File: config.mk
export PLATFORM = sky130hd
export DESIGN_NAME = htc_timer
export DESIGN_NICKNAME = d
export VERILOG_FILES = /design/src/design/htc_sync.v /design/src/design/htc_timer.v
export VERILOG_INCLUDE_DIRS = /design/src /design/src/design
export SDC_FILE = /design/constraint.sdc
export NUM_CORES = 1
export LEC_CHECK = 0
export BUFFER_PORTS_ARGS = -buffer_cell sky130_fd_sc_hd__buf_2
export CAP_MARGIN = 20
export CORE_MARGIN = 1.5
export CORE_UTILIZATION = 25
export DETAILED_ROUTE_END_ITERATION = 7
export SETUP_SLACK_MARGIN = 0.5
export SYNTH_ARGS = -nofsm -noshare
export SYNTH_HDL_FRONTEND = slang
export SYNTH_HIERARCHICAL = 1
export SYNTH_SLANG_ARGS = --single-unit
File: constraint.sdc
create_clock -name clk -period 2.88 [get_ports clk]
set_clock_uncertainty 0.2 [all_clocks]
set_input_delay 0.288 -clock clk [delete_from_list [all_inputs] [get_ports clk]]
set_output_delay 0.288 -clock clk [all_outputs]
set_load 0.01 [all_outputs]
File: src/design/htc_map.vh
`ifndef HTC_MAP_VH
`define HTC_MAP_VH
// Purpose: register offsets, fields, modes, resets and bus responses for the 16-bit timer/counter
// Assumes: AXI4-Lite, 32-bit data, one word per register
// Notes:   all offsets are byte addresses
`define HTC_OFS_CTRL      8'h00
`define HTC_OFS_PRESC     8'h04
`define HTC_OFS_TOP       8'h08
`define HTC_OFS_CMP       8'h0C
`define HTC_OFS_CNT       8'h10
`define HTC_OFS_CAPT      8'h14
`define HTC_OFS_STAT      8'h18
`define HTC_OFS_MASK      8'h1C
// control fields
`define HTC_CTRL_EN       0
`define HTC_CTRL_MODE_LO  1
`define HTC_CTRL_MODE_HI  2
`define HTC_CTRL_SRC      3
`define HTC_CTRL_CAPEN    4
`define HTC_CTRL_INV      5
`define HTC_CTRL_RSTEN    6
`define HTC_CTRL_BUSEN    7
// modes
`define HTC_MODE_WDOG     2'h0
`define HTC_MODE_CTC      2'h1
`define HTC_MODE_FPWM     2'h2
`define HTC_MODE_PFC      2'h3
// status bits
`define HTC_ST_OVF        0
`define HTC_ST_CMP        1
`define HTC_ST_CAP        2
// reset values
`define HTC_CTRL_RST      8'h41
`define HTC_PRESC_RST     16'h0000
`define HTC_TOP_RST       16'hFFFF
`define HTC_CMP_RST       16'h8000
`define HTC_ALL_ONES      16'hFFFF
// AXI responses
`define HTC_RESP_OKAY     2'b00
`define HTC_RESP_SLVERR   2'b10
`endif

File: src/design/htc_sync.v
// Purpose: three-stage synchroniser with agreement filter for an outside level
// Assumes: input asynchronous to clk
// Notes:   stage one is read only by stage two
module htc_sync (
    input  wire clk,
    input  wire sys_rst,
    input  wire async_in,
    output reg  level_ff
);
    reg s1_ff;
    reg s2_ff;
    reg s3_ff;

    always @(posedge clk) begin
        if (sys_rst) begin
            s1_ff    <= 1'b0;
            s2_ff    <= 1'b0;
            s3_ff    <= 1'b0;
            level_ff <= 1'b0;
        end else begin
            s1_ff <= async_in;
            s2_ff <= s1_ff;
            s3_ff <= s2_ff;
            // change counts only once the two late stages agree
            if (s2_ff == s3_ff) begin
                level_ff <= s3_ff;
            end
        end
    end
endmodule

File: src/design/htc_timer.v
// Purpose: bidirectional 16-bit timer/counter with compare, PWM, capture and irq
// Assumes: one clock; timer_input_clock and capture pin are asynchronous inputs
// Notes:   AXI4-Lite slave, one write and one read outstanding at a time
// Summary of operation
// - one 16-bit up/down counter with compare unit
// - watchdog, clear-on-match, fast PWM, phase-correct PWM
// - selectable count source through programmable prescaler
// - overflow, compare and capture interrupt sources
// - synchronised rising capture edge latches count when capture is enabled, outside PWM modes, with bus used
// - without bus irq is overflow; else masked
// - static irq plus separate wake-up irq
// - glitch-free PWM, period changes without spurious pulses
// - waveform driven by mode and compare result
// - registers read and written over bus slave
// - stand-alone preloaded mode keeps reset pin enabled
`include "htc_map.vh"
module htc_timer #(
    parameter [7:0]  CTRL_PRELOAD  = `HTC_CTRL_RST,
    parameter [15:0] PRESC_PRELOAD = `HTC_PRESC_RST,
    parameter [15:0] TOP_PRELOAD   = `HTC_TOP_RST,
    parameter [15:0] CMP_PRELOAD   = `HTC_CMP_RST
) (
    input  wire        clk,
    input  wire        sys_rst,
    input  wire        timer_input_clock,
    input  wire        timer_reset_n,
    input  wire        capture_trigger_in,
    input  wire [7:0]  s_axi_awaddr,
    input  wire        s_axi_awvalid,
    output reg         s_axi_awready,
    input  wire [31:0] s_axi_wdata,
    input  wire [3:0]  s_axi_wstrb,
    input  wire        s_axi_wvalid,
    output reg         s_axi_wready,
    output reg  [1:0]  s_axi_bresp,
    output reg         s_axi_bvalid,
    input  wire        s_axi_bready,
    input  wire [7:0]  s_axi_araddr,
    input  wire        s_axi_arvalid,
    output reg         s_axi_arready,
    output reg  [31:0] s_axi_rdata,
    output reg  [1:0]  s_axi_rresp,
    output reg         s_axi_rvalid,
    input  wire        s_axi_rready,
    output reg         timer_irq_out,
    output reg         timer_wake_irq_out,
    output reg         timer_wave_out
);
    // ****************************************
    // input synchronisers
    // ****************************************
    wire tclk_lvl;
    wire cap_lvl;
    wire rst_pin_lvl;

    htc_sync u_sync_tclk (
        .clk      (clk),
        .sys_rst  (sys_rst),
        .async_in (timer_input_clock),
        .level_ff (tclk_lvl)
    );
    htc_sync u_sync_cap (
        .clk      (clk),
        .sys_rst  (sys_rst),
        .async_in (capture_trigger_in),
        .level_ff (cap_lvl)
    );
    htc_sync u_sync_rst (
        .clk      (clk),
        .sys_rst  (sys_rst),
        .async_in (~timer_reset_n),
        .level_ff (rst_pin_lvl)
    );

    // ****************************************
    // registers
    // ****************************************
    reg  [7:0]  ctrl_ff;
    reg  [15:0] presc_ff;
    reg  [15:0] top_ff;
    reg  [15:0] cmp_ff;
    reg  [15:0] top_act_ff;
    reg  [15:0] cmp_act_ff;
    reg  [15:0] counter_value;
    reg  [15:0] capture_value_reg;
    reg  [15:0] presc_cnt_ff;
    reg  [2:0]  stat_ff;
    reg  [2:0]  mask_ff;
    reg         dir_down_ff;
    reg         tclk_d_ff;
    reg         cap_d_ff;
    reg  [7:0]  awaddr_ff;
    reg  [31:0] wdata_ff;
    reg  [3:0]  wstrb_ff;
    reg         aw_have_ff;
    reg         w_have_ff;

    wire [1:0]  mode       = ctrl_ff[`HTC_CTRL_MODE_HI:`HTC_CTRL_MODE_LO];
    wire        pwm_mode   = mode[1];
    wire        timer_reset_pin_enable = ctrl_ff[`HTC_CTRL_RSTEN];
    wire        bus_used   = ctrl_ff[`HTC_CTRL_BUSEN];
    // reset pin forced effective when bus unused
    wire        pin_rst    = rst_pin_lvl & (timer_reset_pin_enable | ~bus_used);

    // ****************************************
    // prescaler and count tick
    // ****************************************
    wire src_evt = ctrl_ff[`HTC_CTRL_SRC] ? (tclk_lvl & ~tclk_d_ff) : 1'b1;
    wire presc_done = (presc_cnt_ff == presc_ff);
    wire tick = ctrl_ff[`HTC_CTRL_EN] & src_evt & presc_done;

    // ****************************************
    // counter next state
    // ****************************************
    reg  [15:0] nxt_counter;
    reg         nxt_dir_down;
    reg         ovf_evt;
    reg         cmp_evt;
    reg         period_end;

    always @* begin
        nxt_counter  = counter_value;
        nxt_dir_down = dir_down_ff;
        ovf_evt      = 1'b0;
        cmp_evt      = 1'b0;
        period_end   = 1'b0;
        if (tick) begin
            case (mode)
                `HTC_MODE_WDOG: begin
                    nxt_counter = counter_value + 16'h0001;
                    if (counter_value == `HTC_ALL_ONES) begin
                        ovf_evt = 1'b1;
                    end
                end
                `HTC_MODE_CTC: begin
                    if (counter_value == cmp_act_ff) begin
                        nxt_counter = 16'h0000;
                        cmp_evt     = 1'b1;
                    end else begin
                        nxt_counter = counter_value + 16'h0001;
                    end
                    if (counter_value == `HTC_ALL_ONES) begin
                        ovf_evt = 1'b1;
                    end
                end
                `HTC_MODE_FPWM: begin
                    if (counter_value >= top_act_ff) begin
                        nxt_counter = 16'h0000;
                        ovf_evt     = 1'b1;
                        period_end  = 1'b1;
                    end else begin
                        nxt_counter = counter_value + 16'h0001;
                    end
                    if (counter_value == cmp_act_ff) begin
                        cmp_evt = 1'b1;
                    end
                end
                default: begin
                    // counts up to top then back down; direction flips at ends
                    if (!dir_down_ff) begin
                        if (counter_value >= top_act_ff) begin
                            nxt_dir_down = 1'b1;
                            nxt_counter  = counter_value - 16'h0001;
                        end else begin
                            nxt_counter = counter_value + 16'h0001;
                        end
                    end else begin
                        if (counter_value == 16'h0000) begin
                            nxt_dir_down = 1'b0;
                            nxt_counter  = 16'h0001;
                            ovf_evt      = 1'b1;
                            period_end   = 1'b1;
                        end else begin
                            nxt_counter = counter_value - 16'h0001;
                        end
                    end
                    if (counter_value == cmp_act_ff) begin
                        cmp_evt = 1'b1;
                    end
                end
            endcase
        end
    end

    // ****************************************
    // capture edge
    // ****************************************
    wire cap_evt = ctrl_ff[`HTC_CTRL_CAPEN] & ~pwm_mode & bus_used &
                   cap_lvl & ~cap_d_ff;

    // ****************************************
    // bus decode
    // ****************************************
    wire        aw_fire = s_axi_awvalid & s_axi_awready;
    wire        w_fire  = s_axi_wvalid & s_axi_wready;
    wire        aw_ok   = aw_have_ff | aw_fire;
    wire        w_ok    = w_have_ff | w_fire;
    wire [7:0]  wr_addr = aw_have_ff ? awaddr_ff : s_axi_awaddr;
    wire [31:0] wr_data = w_have_ff ? wdata_ff : s_axi_wdata;
    wire [3:0]  wr_strb = w_have_ff ? wstrb_ff : s_axi_wstrb;
    wire        wr_go   = aw_ok & w_ok & ~s_axi_bvalid;
    wire [15:0] wr_m16  = {{8{wr_strb[1]}}, {8{wr_strb[0]}}};
    wire        wr_hit  = (wr_addr == `HTC_OFS_CTRL) | (wr_addr == `HTC_OFS_PRESC) |
                          (wr_addr == `HTC_OFS_TOP) | (wr_addr == `HTC_OFS_CMP) |
                          (wr_addr == `HTC_OFS_CNT) | (wr_addr == `HTC_OFS_CAPT) |
                          (wr_addr == `HTC_OFS_STAT) | (wr_addr == `HTC_OFS_MASK);
    wire        w_stat  = wr_go & (wr_addr == `HTC_OFS_STAT) & wr_strb[0];
    wire        w_cnt   = wr_go & (wr_addr == `HTC_OFS_CNT);
    wire [2:0]  stat_set = {cap_evt, cmp_evt, ovf_evt};
    wire [2:0]  stat_clr = w_stat ? wr_data[2:0] : 3'b000;

    reg  [31:0] rd_mux;
    reg         rd_hit;
    always @* begin
        rd_mux = 32'h0000_0000;
        rd_hit = 1'b1;
        case (s_axi_araddr)
            `HTC_OFS_CTRL:  rd_mux = {24'h00_0000, ctrl_ff};
            `HTC_OFS_PRESC: rd_mux = {16'h0000, presc_ff};
            `HTC_OFS_TOP:   rd_mux = {16'h0000, top_ff};
            `HTC_OFS_CMP:   rd_mux = {16'h0000, cmp_ff};
            `HTC_OFS_CNT:   rd_mux = {16'h0000, counter_value};
            `HTC_OFS_CAPT:  rd_mux = {16'h0000, capture_value_reg};
            `HTC_OFS_STAT:  rd_mux = {29'h0000_0000, stat_ff};
            `HTC_OFS_MASK:  rd_mux = {29'h0000_0000, mask_ff};
            default:        rd_hit = 1'b0;
        endcase
    end

    // ****************************************
    // sequential
    // ****************************************
    always @(posedge clk) begin
        if (sys_rst) begin
            ctrl_ff           <= CTRL_PRELOAD;
            presc_ff          <= PRESC_PRELOAD;
            top_ff            <= TOP_PRELOAD;
            cmp_ff            <= CMP_PRELOAD;
            top_act_ff        <= TOP_PRELOAD;
            cmp_act_ff        <= CMP_PRELOAD;
            counter_value     <= 16'h0000;
            capture_value_reg <= 16'h0000;
            presc_cnt_ff      <= 16'h0000;
            stat_ff           <= 3'b000;
            mask_ff           <= 3'b000;
            dir_down_ff       <= 1'b0;
            tclk_d_ff         <= 1'b0;
            cap_d_ff          <= 1'b0;
            aw_have_ff        <= 1'b0;
            w_have_ff         <= 1'b0;
            awaddr_ff         <= 8'h00;
            wdata_ff          <= 32'h0000_0000;
            wstrb_ff          <= 4'h0;
            s_axi_awready     <= 1'b0;
            s_axi_wready      <= 1'b0;
            s_axi_bvalid      <= 1'b0;
            s_axi_bresp       <= `HTC_RESP_OKAY;
            s_axi_arready     <= 1'b0;
            s_axi_rvalid      <= 1'b0;
            s_axi_rresp       <= `HTC_RESP_OKAY;
            s_axi_rdata       <= 32'h0000_0000;
            timer_irq_out     <= 1'b0;
            timer_wake_irq_out <= 1'b0;
            timer_wave_out    <= 1'b0;
        end else begin
            tclk_d_ff <= tclk_lvl;
            cap_d_ff  <= cap_lvl;
            if (src_evt) begin
                presc_cnt_ff <= presc_done ? 16'h0000 : presc_cnt_ff + 16'h0001;
            end
            // write channel: address and data taken in either order
            s_axi_awready <= ~aw_ok & ~s_axi_awready;
            s_axi_wready  <= ~w_ok & ~s_axi_wready;
            if (aw_fire) begin
                awaddr_ff <= s_axi_awaddr;
            end
            if (w_fire) begin
                wdata_ff <= s_axi_wdata;
                wstrb_ff <= s_axi_wstrb;
            end
            aw_have_ff <= aw_ok & ~wr_go;
            w_have_ff  <= w_ok & ~wr_go;
            if (wr_go) begin
                s_axi_bvalid <= 1'b1;
                s_axi_bresp  <= wr_hit ? `HTC_RESP_OKAY : `HTC_RESP_SLVERR;
                case (wr_addr)
                    `HTC_OFS_CTRL:  if (wr_strb[0]) ctrl_ff <= wr_data[7:0];
                    `HTC_OFS_PRESC: presc_ff <= (presc_ff & ~wr_m16) | (wr_data[15:0] & wr_m16);
                    `HTC_OFS_TOP:   top_ff <= (top_ff & ~wr_m16) | (wr_data[15:0] & wr_m16);
                    `HTC_OFS_CMP:   cmp_ff <= (cmp_ff & ~wr_m16) | (wr_data[15:0] & wr_m16);
                    `HTC_OFS_MASK:  if (wr_strb[0]) mask_ff <= wr_data[2:0];
                    default:        ;
                endcase
            end else if (s_axi_bvalid & s_axi_bready) begin
                s_axi_bvalid <= 1'b0;
            end
            // read channel
            s_axi_arready <= ~s_axi_arready & ~s_axi_rvalid & s_axi_arvalid;
            if (s_axi_arvalid & s_axi_arready) begin
                s_axi_rvalid <= 1'b1;
                s_axi_rdata  <= rd_mux;
                s_axi_rresp  <= rd_hit ? `HTC_RESP_OKAY : `HTC_RESP_SLVERR;
            end else if (s_axi_rvalid & s_axi_rready) begin
                s_axi_rvalid <= 1'b0;
            end
            // compare/top shadow: PWM loads only at period end, others at once
            if (!pwm_mode || period_end) begin
                top_act_ff <= top_ff;
                cmp_act_ff <= cmp_ff;
            end
            if (pin_rst) begin
                counter_value <= 16'h0000;
                dir_down_ff   <= 1'b0;
                stat_ff       <= 3'b000;
            end else begin
                if (w_cnt) begin
                    counter_value <= wr_data[15:0];
                end else begin
                    counter_value <= nxt_counter;
                end
                dir_down_ff <= nxt_dir_down;
                // set wins over a same-cycle clear
                stat_ff <= (stat_ff & ~stat_clr) | stat_set;
            end
            if (cap_evt) begin
                capture_value_reg <= counter_value;
            end
            if (bus_used) begin
                timer_irq_out <= |(stat_ff & mask_ff);
            end else begin
                timer_irq_out <= stat_ff[`HTC_ST_OVF];
            end
            timer_wake_irq_out <= |(stat_ff & mask_ff) | (~bus_used & stat_ff[`HTC_ST_OVF]);
            // waveform from mode and compare result
            case (mode)
                `HTC_MODE_FPWM: timer_wave_out <= ctrl_ff[`HTC_CTRL_INV] ^
                                                  (counter_value < cmp_act_ff);
                `HTC_MODE_PFC:  timer_wave_out <= ctrl_ff[`HTC_CTRL_INV] ^
                                                  (counter_value < cmp_act_ff);
                default:        if (cmp_evt) timer_wave_out <= ~timer_wave_out;
            endcase
        end
    end
endmodule

==> summary.md <==
| Metric | Value |
|---|---|
| Outcome | complete, no violations |
| Die W | 209 um |
| FILL cells | 4169 |
| DRT Pass-1 Iters | 6 |
| Fin. max-slew vios | 0 |
| Synth async-reset ratio | 0% |
| Synth Flop Type | dfxtp_1 |
| HP Class | input port to flip-flop |
| Initial core utilization | 25.3% |
| VDD IR max | 0.393 mV |
| Mux cell area share after synthesis | 6.70% |
| Critical path class | flip-flop to flip-flop |
| EDFF count, synth | 0 |
| Crit share post-route | roughly 100% |
| GRT Util Overall | between 10% and 20% |
| Post-DR vias/cell | ~5 |
| Antenna Nets Post-Route | 0 |
| Area grow syn2layout | 43.9% |
| Worst-margin pin slew | 0.960 ns |
| Post-Synthesis Cells | 1280 |
| Vias | 10487 |
| Syn Std Cell Area | about 0.011 mm^2 |
| Startpoint Class | flip-flop |
| Number of global-route vias before repair | 9850 |
| Number of remaining DRC errors | 0 |
| Fin cells | 2078 |
| GPL Wtd Cong | 0.916 |
| Main combinational cell family by area after synthesis | simple AND/OR/NAND/NOR gates |
| CTS clk-pin slew, worst paths | around 0.06 ns |
| Die height | about 210 um |
| Maximum root-to-sink buffer count | 3 |
| Final net count | 1619 |
| Site Rows | 75 |
| Warnings from Yosys | 6 |
| Flops & latches, synth | 211 |
| Max-Cap Viols | 0 |
| Seq/Total Area, Yosys | around 40% |
| Leak pwr | between 6 and 7 nW |
| CTS sink count | approximately 210 |
| Pin count of the biggest net entering global routing | 128 |
| Core area | 0.0419 mm^2 |
| DR iter-0 viols | 636 |
| CP Max Fanout | 8 |
| Max_slew headroom | 36.0% |
| Syn_area_per_cell | 8.30 um^2 |
| ANT cells | 0 |
| RSZ-0062 raised after global routing | yes |
| GRT Residual Overflow | 0 |
| CP arrival | 3.08 ns |
| Worst Path Required | ~3.1 ns |
| Fraction of layout instances using a drive strength above 1 | 32.3% |
| Final setup fails | 0 |
| Antenna violations before repair | 0 |
| Total power | 6.81 mW |
| Die Area | 0.0437 mm^2 |
| First-pass GRT wire length | 55000 um |
| PwrDens | ~450 mW/mm^2 |
| CTS H-tree depth | 1 |
| PortBufs | 69 |
| Routed wire length | 36600 um |
| Synth Area in XOR/XNOR | under 10% |
| Post-synth cell types | 73 |
| Synth Area in Compound Gates | between 15 and 20% |
| CTS Buf Count | 24 |
| Fmax | between 300 and 400 MHz |
| Root buffer cell | clkbuf_16 |
| Cell Count Post-Placement | ~1900 |
| I/O pin total | 106 |
| Adder-cell area share of the yosys netlist | under 10% |
| Wire length per cell | 17.6 um |
| Critical Path End Type | flip-flop |
| Final Hold Fails | 0 |
| Clk_lat worst skew | 0.54 ns |
| Tmin final | ~2.9 ns |
| Post-Synth Simple-Gate Area | approximately a fifth |
| CTS tree | yes |
| Dpl hpwl | 24700 um |
[critical path, cell delays in order (launching register included)]
cell       delay, ns
dfxtp_2         0.35
inv_4           0.05
ha_4            0.20
nand2b_4        0.14
a2111oi_4       0.27
buf_4           0.19
o31ai_4         0.08
or3_4           0.43
a31o_4          0.27
buf_12          0.15
buf_4           0.14
mux2i_1         0.20
nor2_1          0.07
[cell usage after synthesis (9+ instances only)]
library cell / number / share of area [%]
xnor2_1: 9 / 0.74
a211oi_1: 39 / 2.8
nor2_1: 124 / 4.4
nor3b_1: 10 / 0.71
mux2i_1: 61 / 5.7
ha_1: 35 / 4.1
o211ai_1: 32 / 2.3
clkbuf_1: 59 / 2.1
a21oi_1: 105 / 4.9
a221oi_1: 11 / 0.91
or3_1: 14 / 0.82
inv_1: 47 / 1.7
a31oi_1: 14 / 0.82
nand4_1: 9 / 0.53
xor2_1: 26 / 2.1
dfxtp_1: 211 / 40
buf_4: 23 / 1.6
nor2b_1: 14 / 0.82
o22ai_1: 13 / 0.77
nand2_1: 170 / 6.0
o21ai_0: 38 / 1.8
nand3_1: 42 / 2.0
nand2b_1: 13 / 0.77
nor3_1: 22 / 1.0
[through the flow]
stage                     setup slack, ns  TNS [ns]  cell area, um^2  util (%)  hold slack [ns]
after floorplan                     0.277         0            11000         -            0.157
after global placement            -0.0701    -0.164            12300      29.3            0.218
after detailed placement          -0.0895    -0.242            12300      29.3            0.224
after CTS                          0.0809         0            14600      34.8           0.0445
after global routing              -0.0815    -0.328            15300      36.4           0.0721
final                             0.00237         0            15300      36.4           0.0474
[cell families after synthesis]
group / after synthesis
AO/OA/AOI/OAI: 318
XOR/XNOR: 35
adder cells (fa/ha/maj): 35
buffers and inverters: 145
flip-flops: 211
multiplexers: 68
other: 1
AND/OR/NAND/NOR: 467
[placed cells by master (no fill, tap or decap), drive strengths merged, types with 26 or more instances in the layout]
master / count
a211oi: 43
a21oi: 105
buf: 251
clkbuf: 35
dfxtp: 211
dlygate4sd3: 43
ha: 35
inv: 47
mux2i: 61
nand2: 171
nand3: 42
nor2: 128
o211ai: 32
o21ai: 44
xor2: 26
[report_power, final]
| part | switching, mW | leakage (nW) | total [mW] | internal (mW) |
|---|---|---|---|---|
| clock network | 1.27 | 0.385 | 3.07 | 1.80 |
| logic | 0.431 | 4.18 | 0.746 | 0.316 |
| registers | 0.0301 | 1.71 | 3.00 | 2.97 |
| total | 1.73 | 6.28 | 6.81 | 5.09 |
[routing by layer]
metal / vias to the layer above / global-route usage, % / routed length (um)
li1: 5007 / - / -
met1: 5045 / 20.5 / 15800
met2: 356 / 27.1 / 17800
met3: 79 / 1.74 / 1880
met4: 0 / 5.07 / 1120
met5: - / 0 / 0
[worst paths after layout]
check / from / to / slack [ns] / cells past startpoint
max: counter_value[0] / cmp_act_ff[6] / 0.002 / 12
min: s_axi_araddr[6] / s_axi_rresp[1] / 0.05 / 4
max reg2reg: counter_value[0] / cmp_act_ff[6] / 0.002 / 12
min reg2reg: u_sync_cap/s1_ff / u_sync_cap/s2_ff / 0.24 / 1
[layout make-up]
| type | count | area [um^2] | share of cell area, % |
|---|---|---|---|
| multi-input combinational | 943 | 6800 | 44.5 |
| clock inverter | 9 | 123 | 0.802 |
| inverter | 47 | 181 | 1.19 |
| clock buffer | 34 | 668 | 4.37 |
| tap | 539 | 674 | 4.41 |
| timing repair buffer | 295 | 2600 | 17.0 |
| sequential | 211 | 4240 | 27.7 |
[timing repair]
action,CTS,global route
pin swaps,53,56
hold buffers,43,0
endpoints found under the hold margin,35,0
buffers inserted,65,17
gates cloned,5,3
gates resized for setup,122,121
endpoints found under the setup margin,110,112
(Power assumes the default switching activity.)
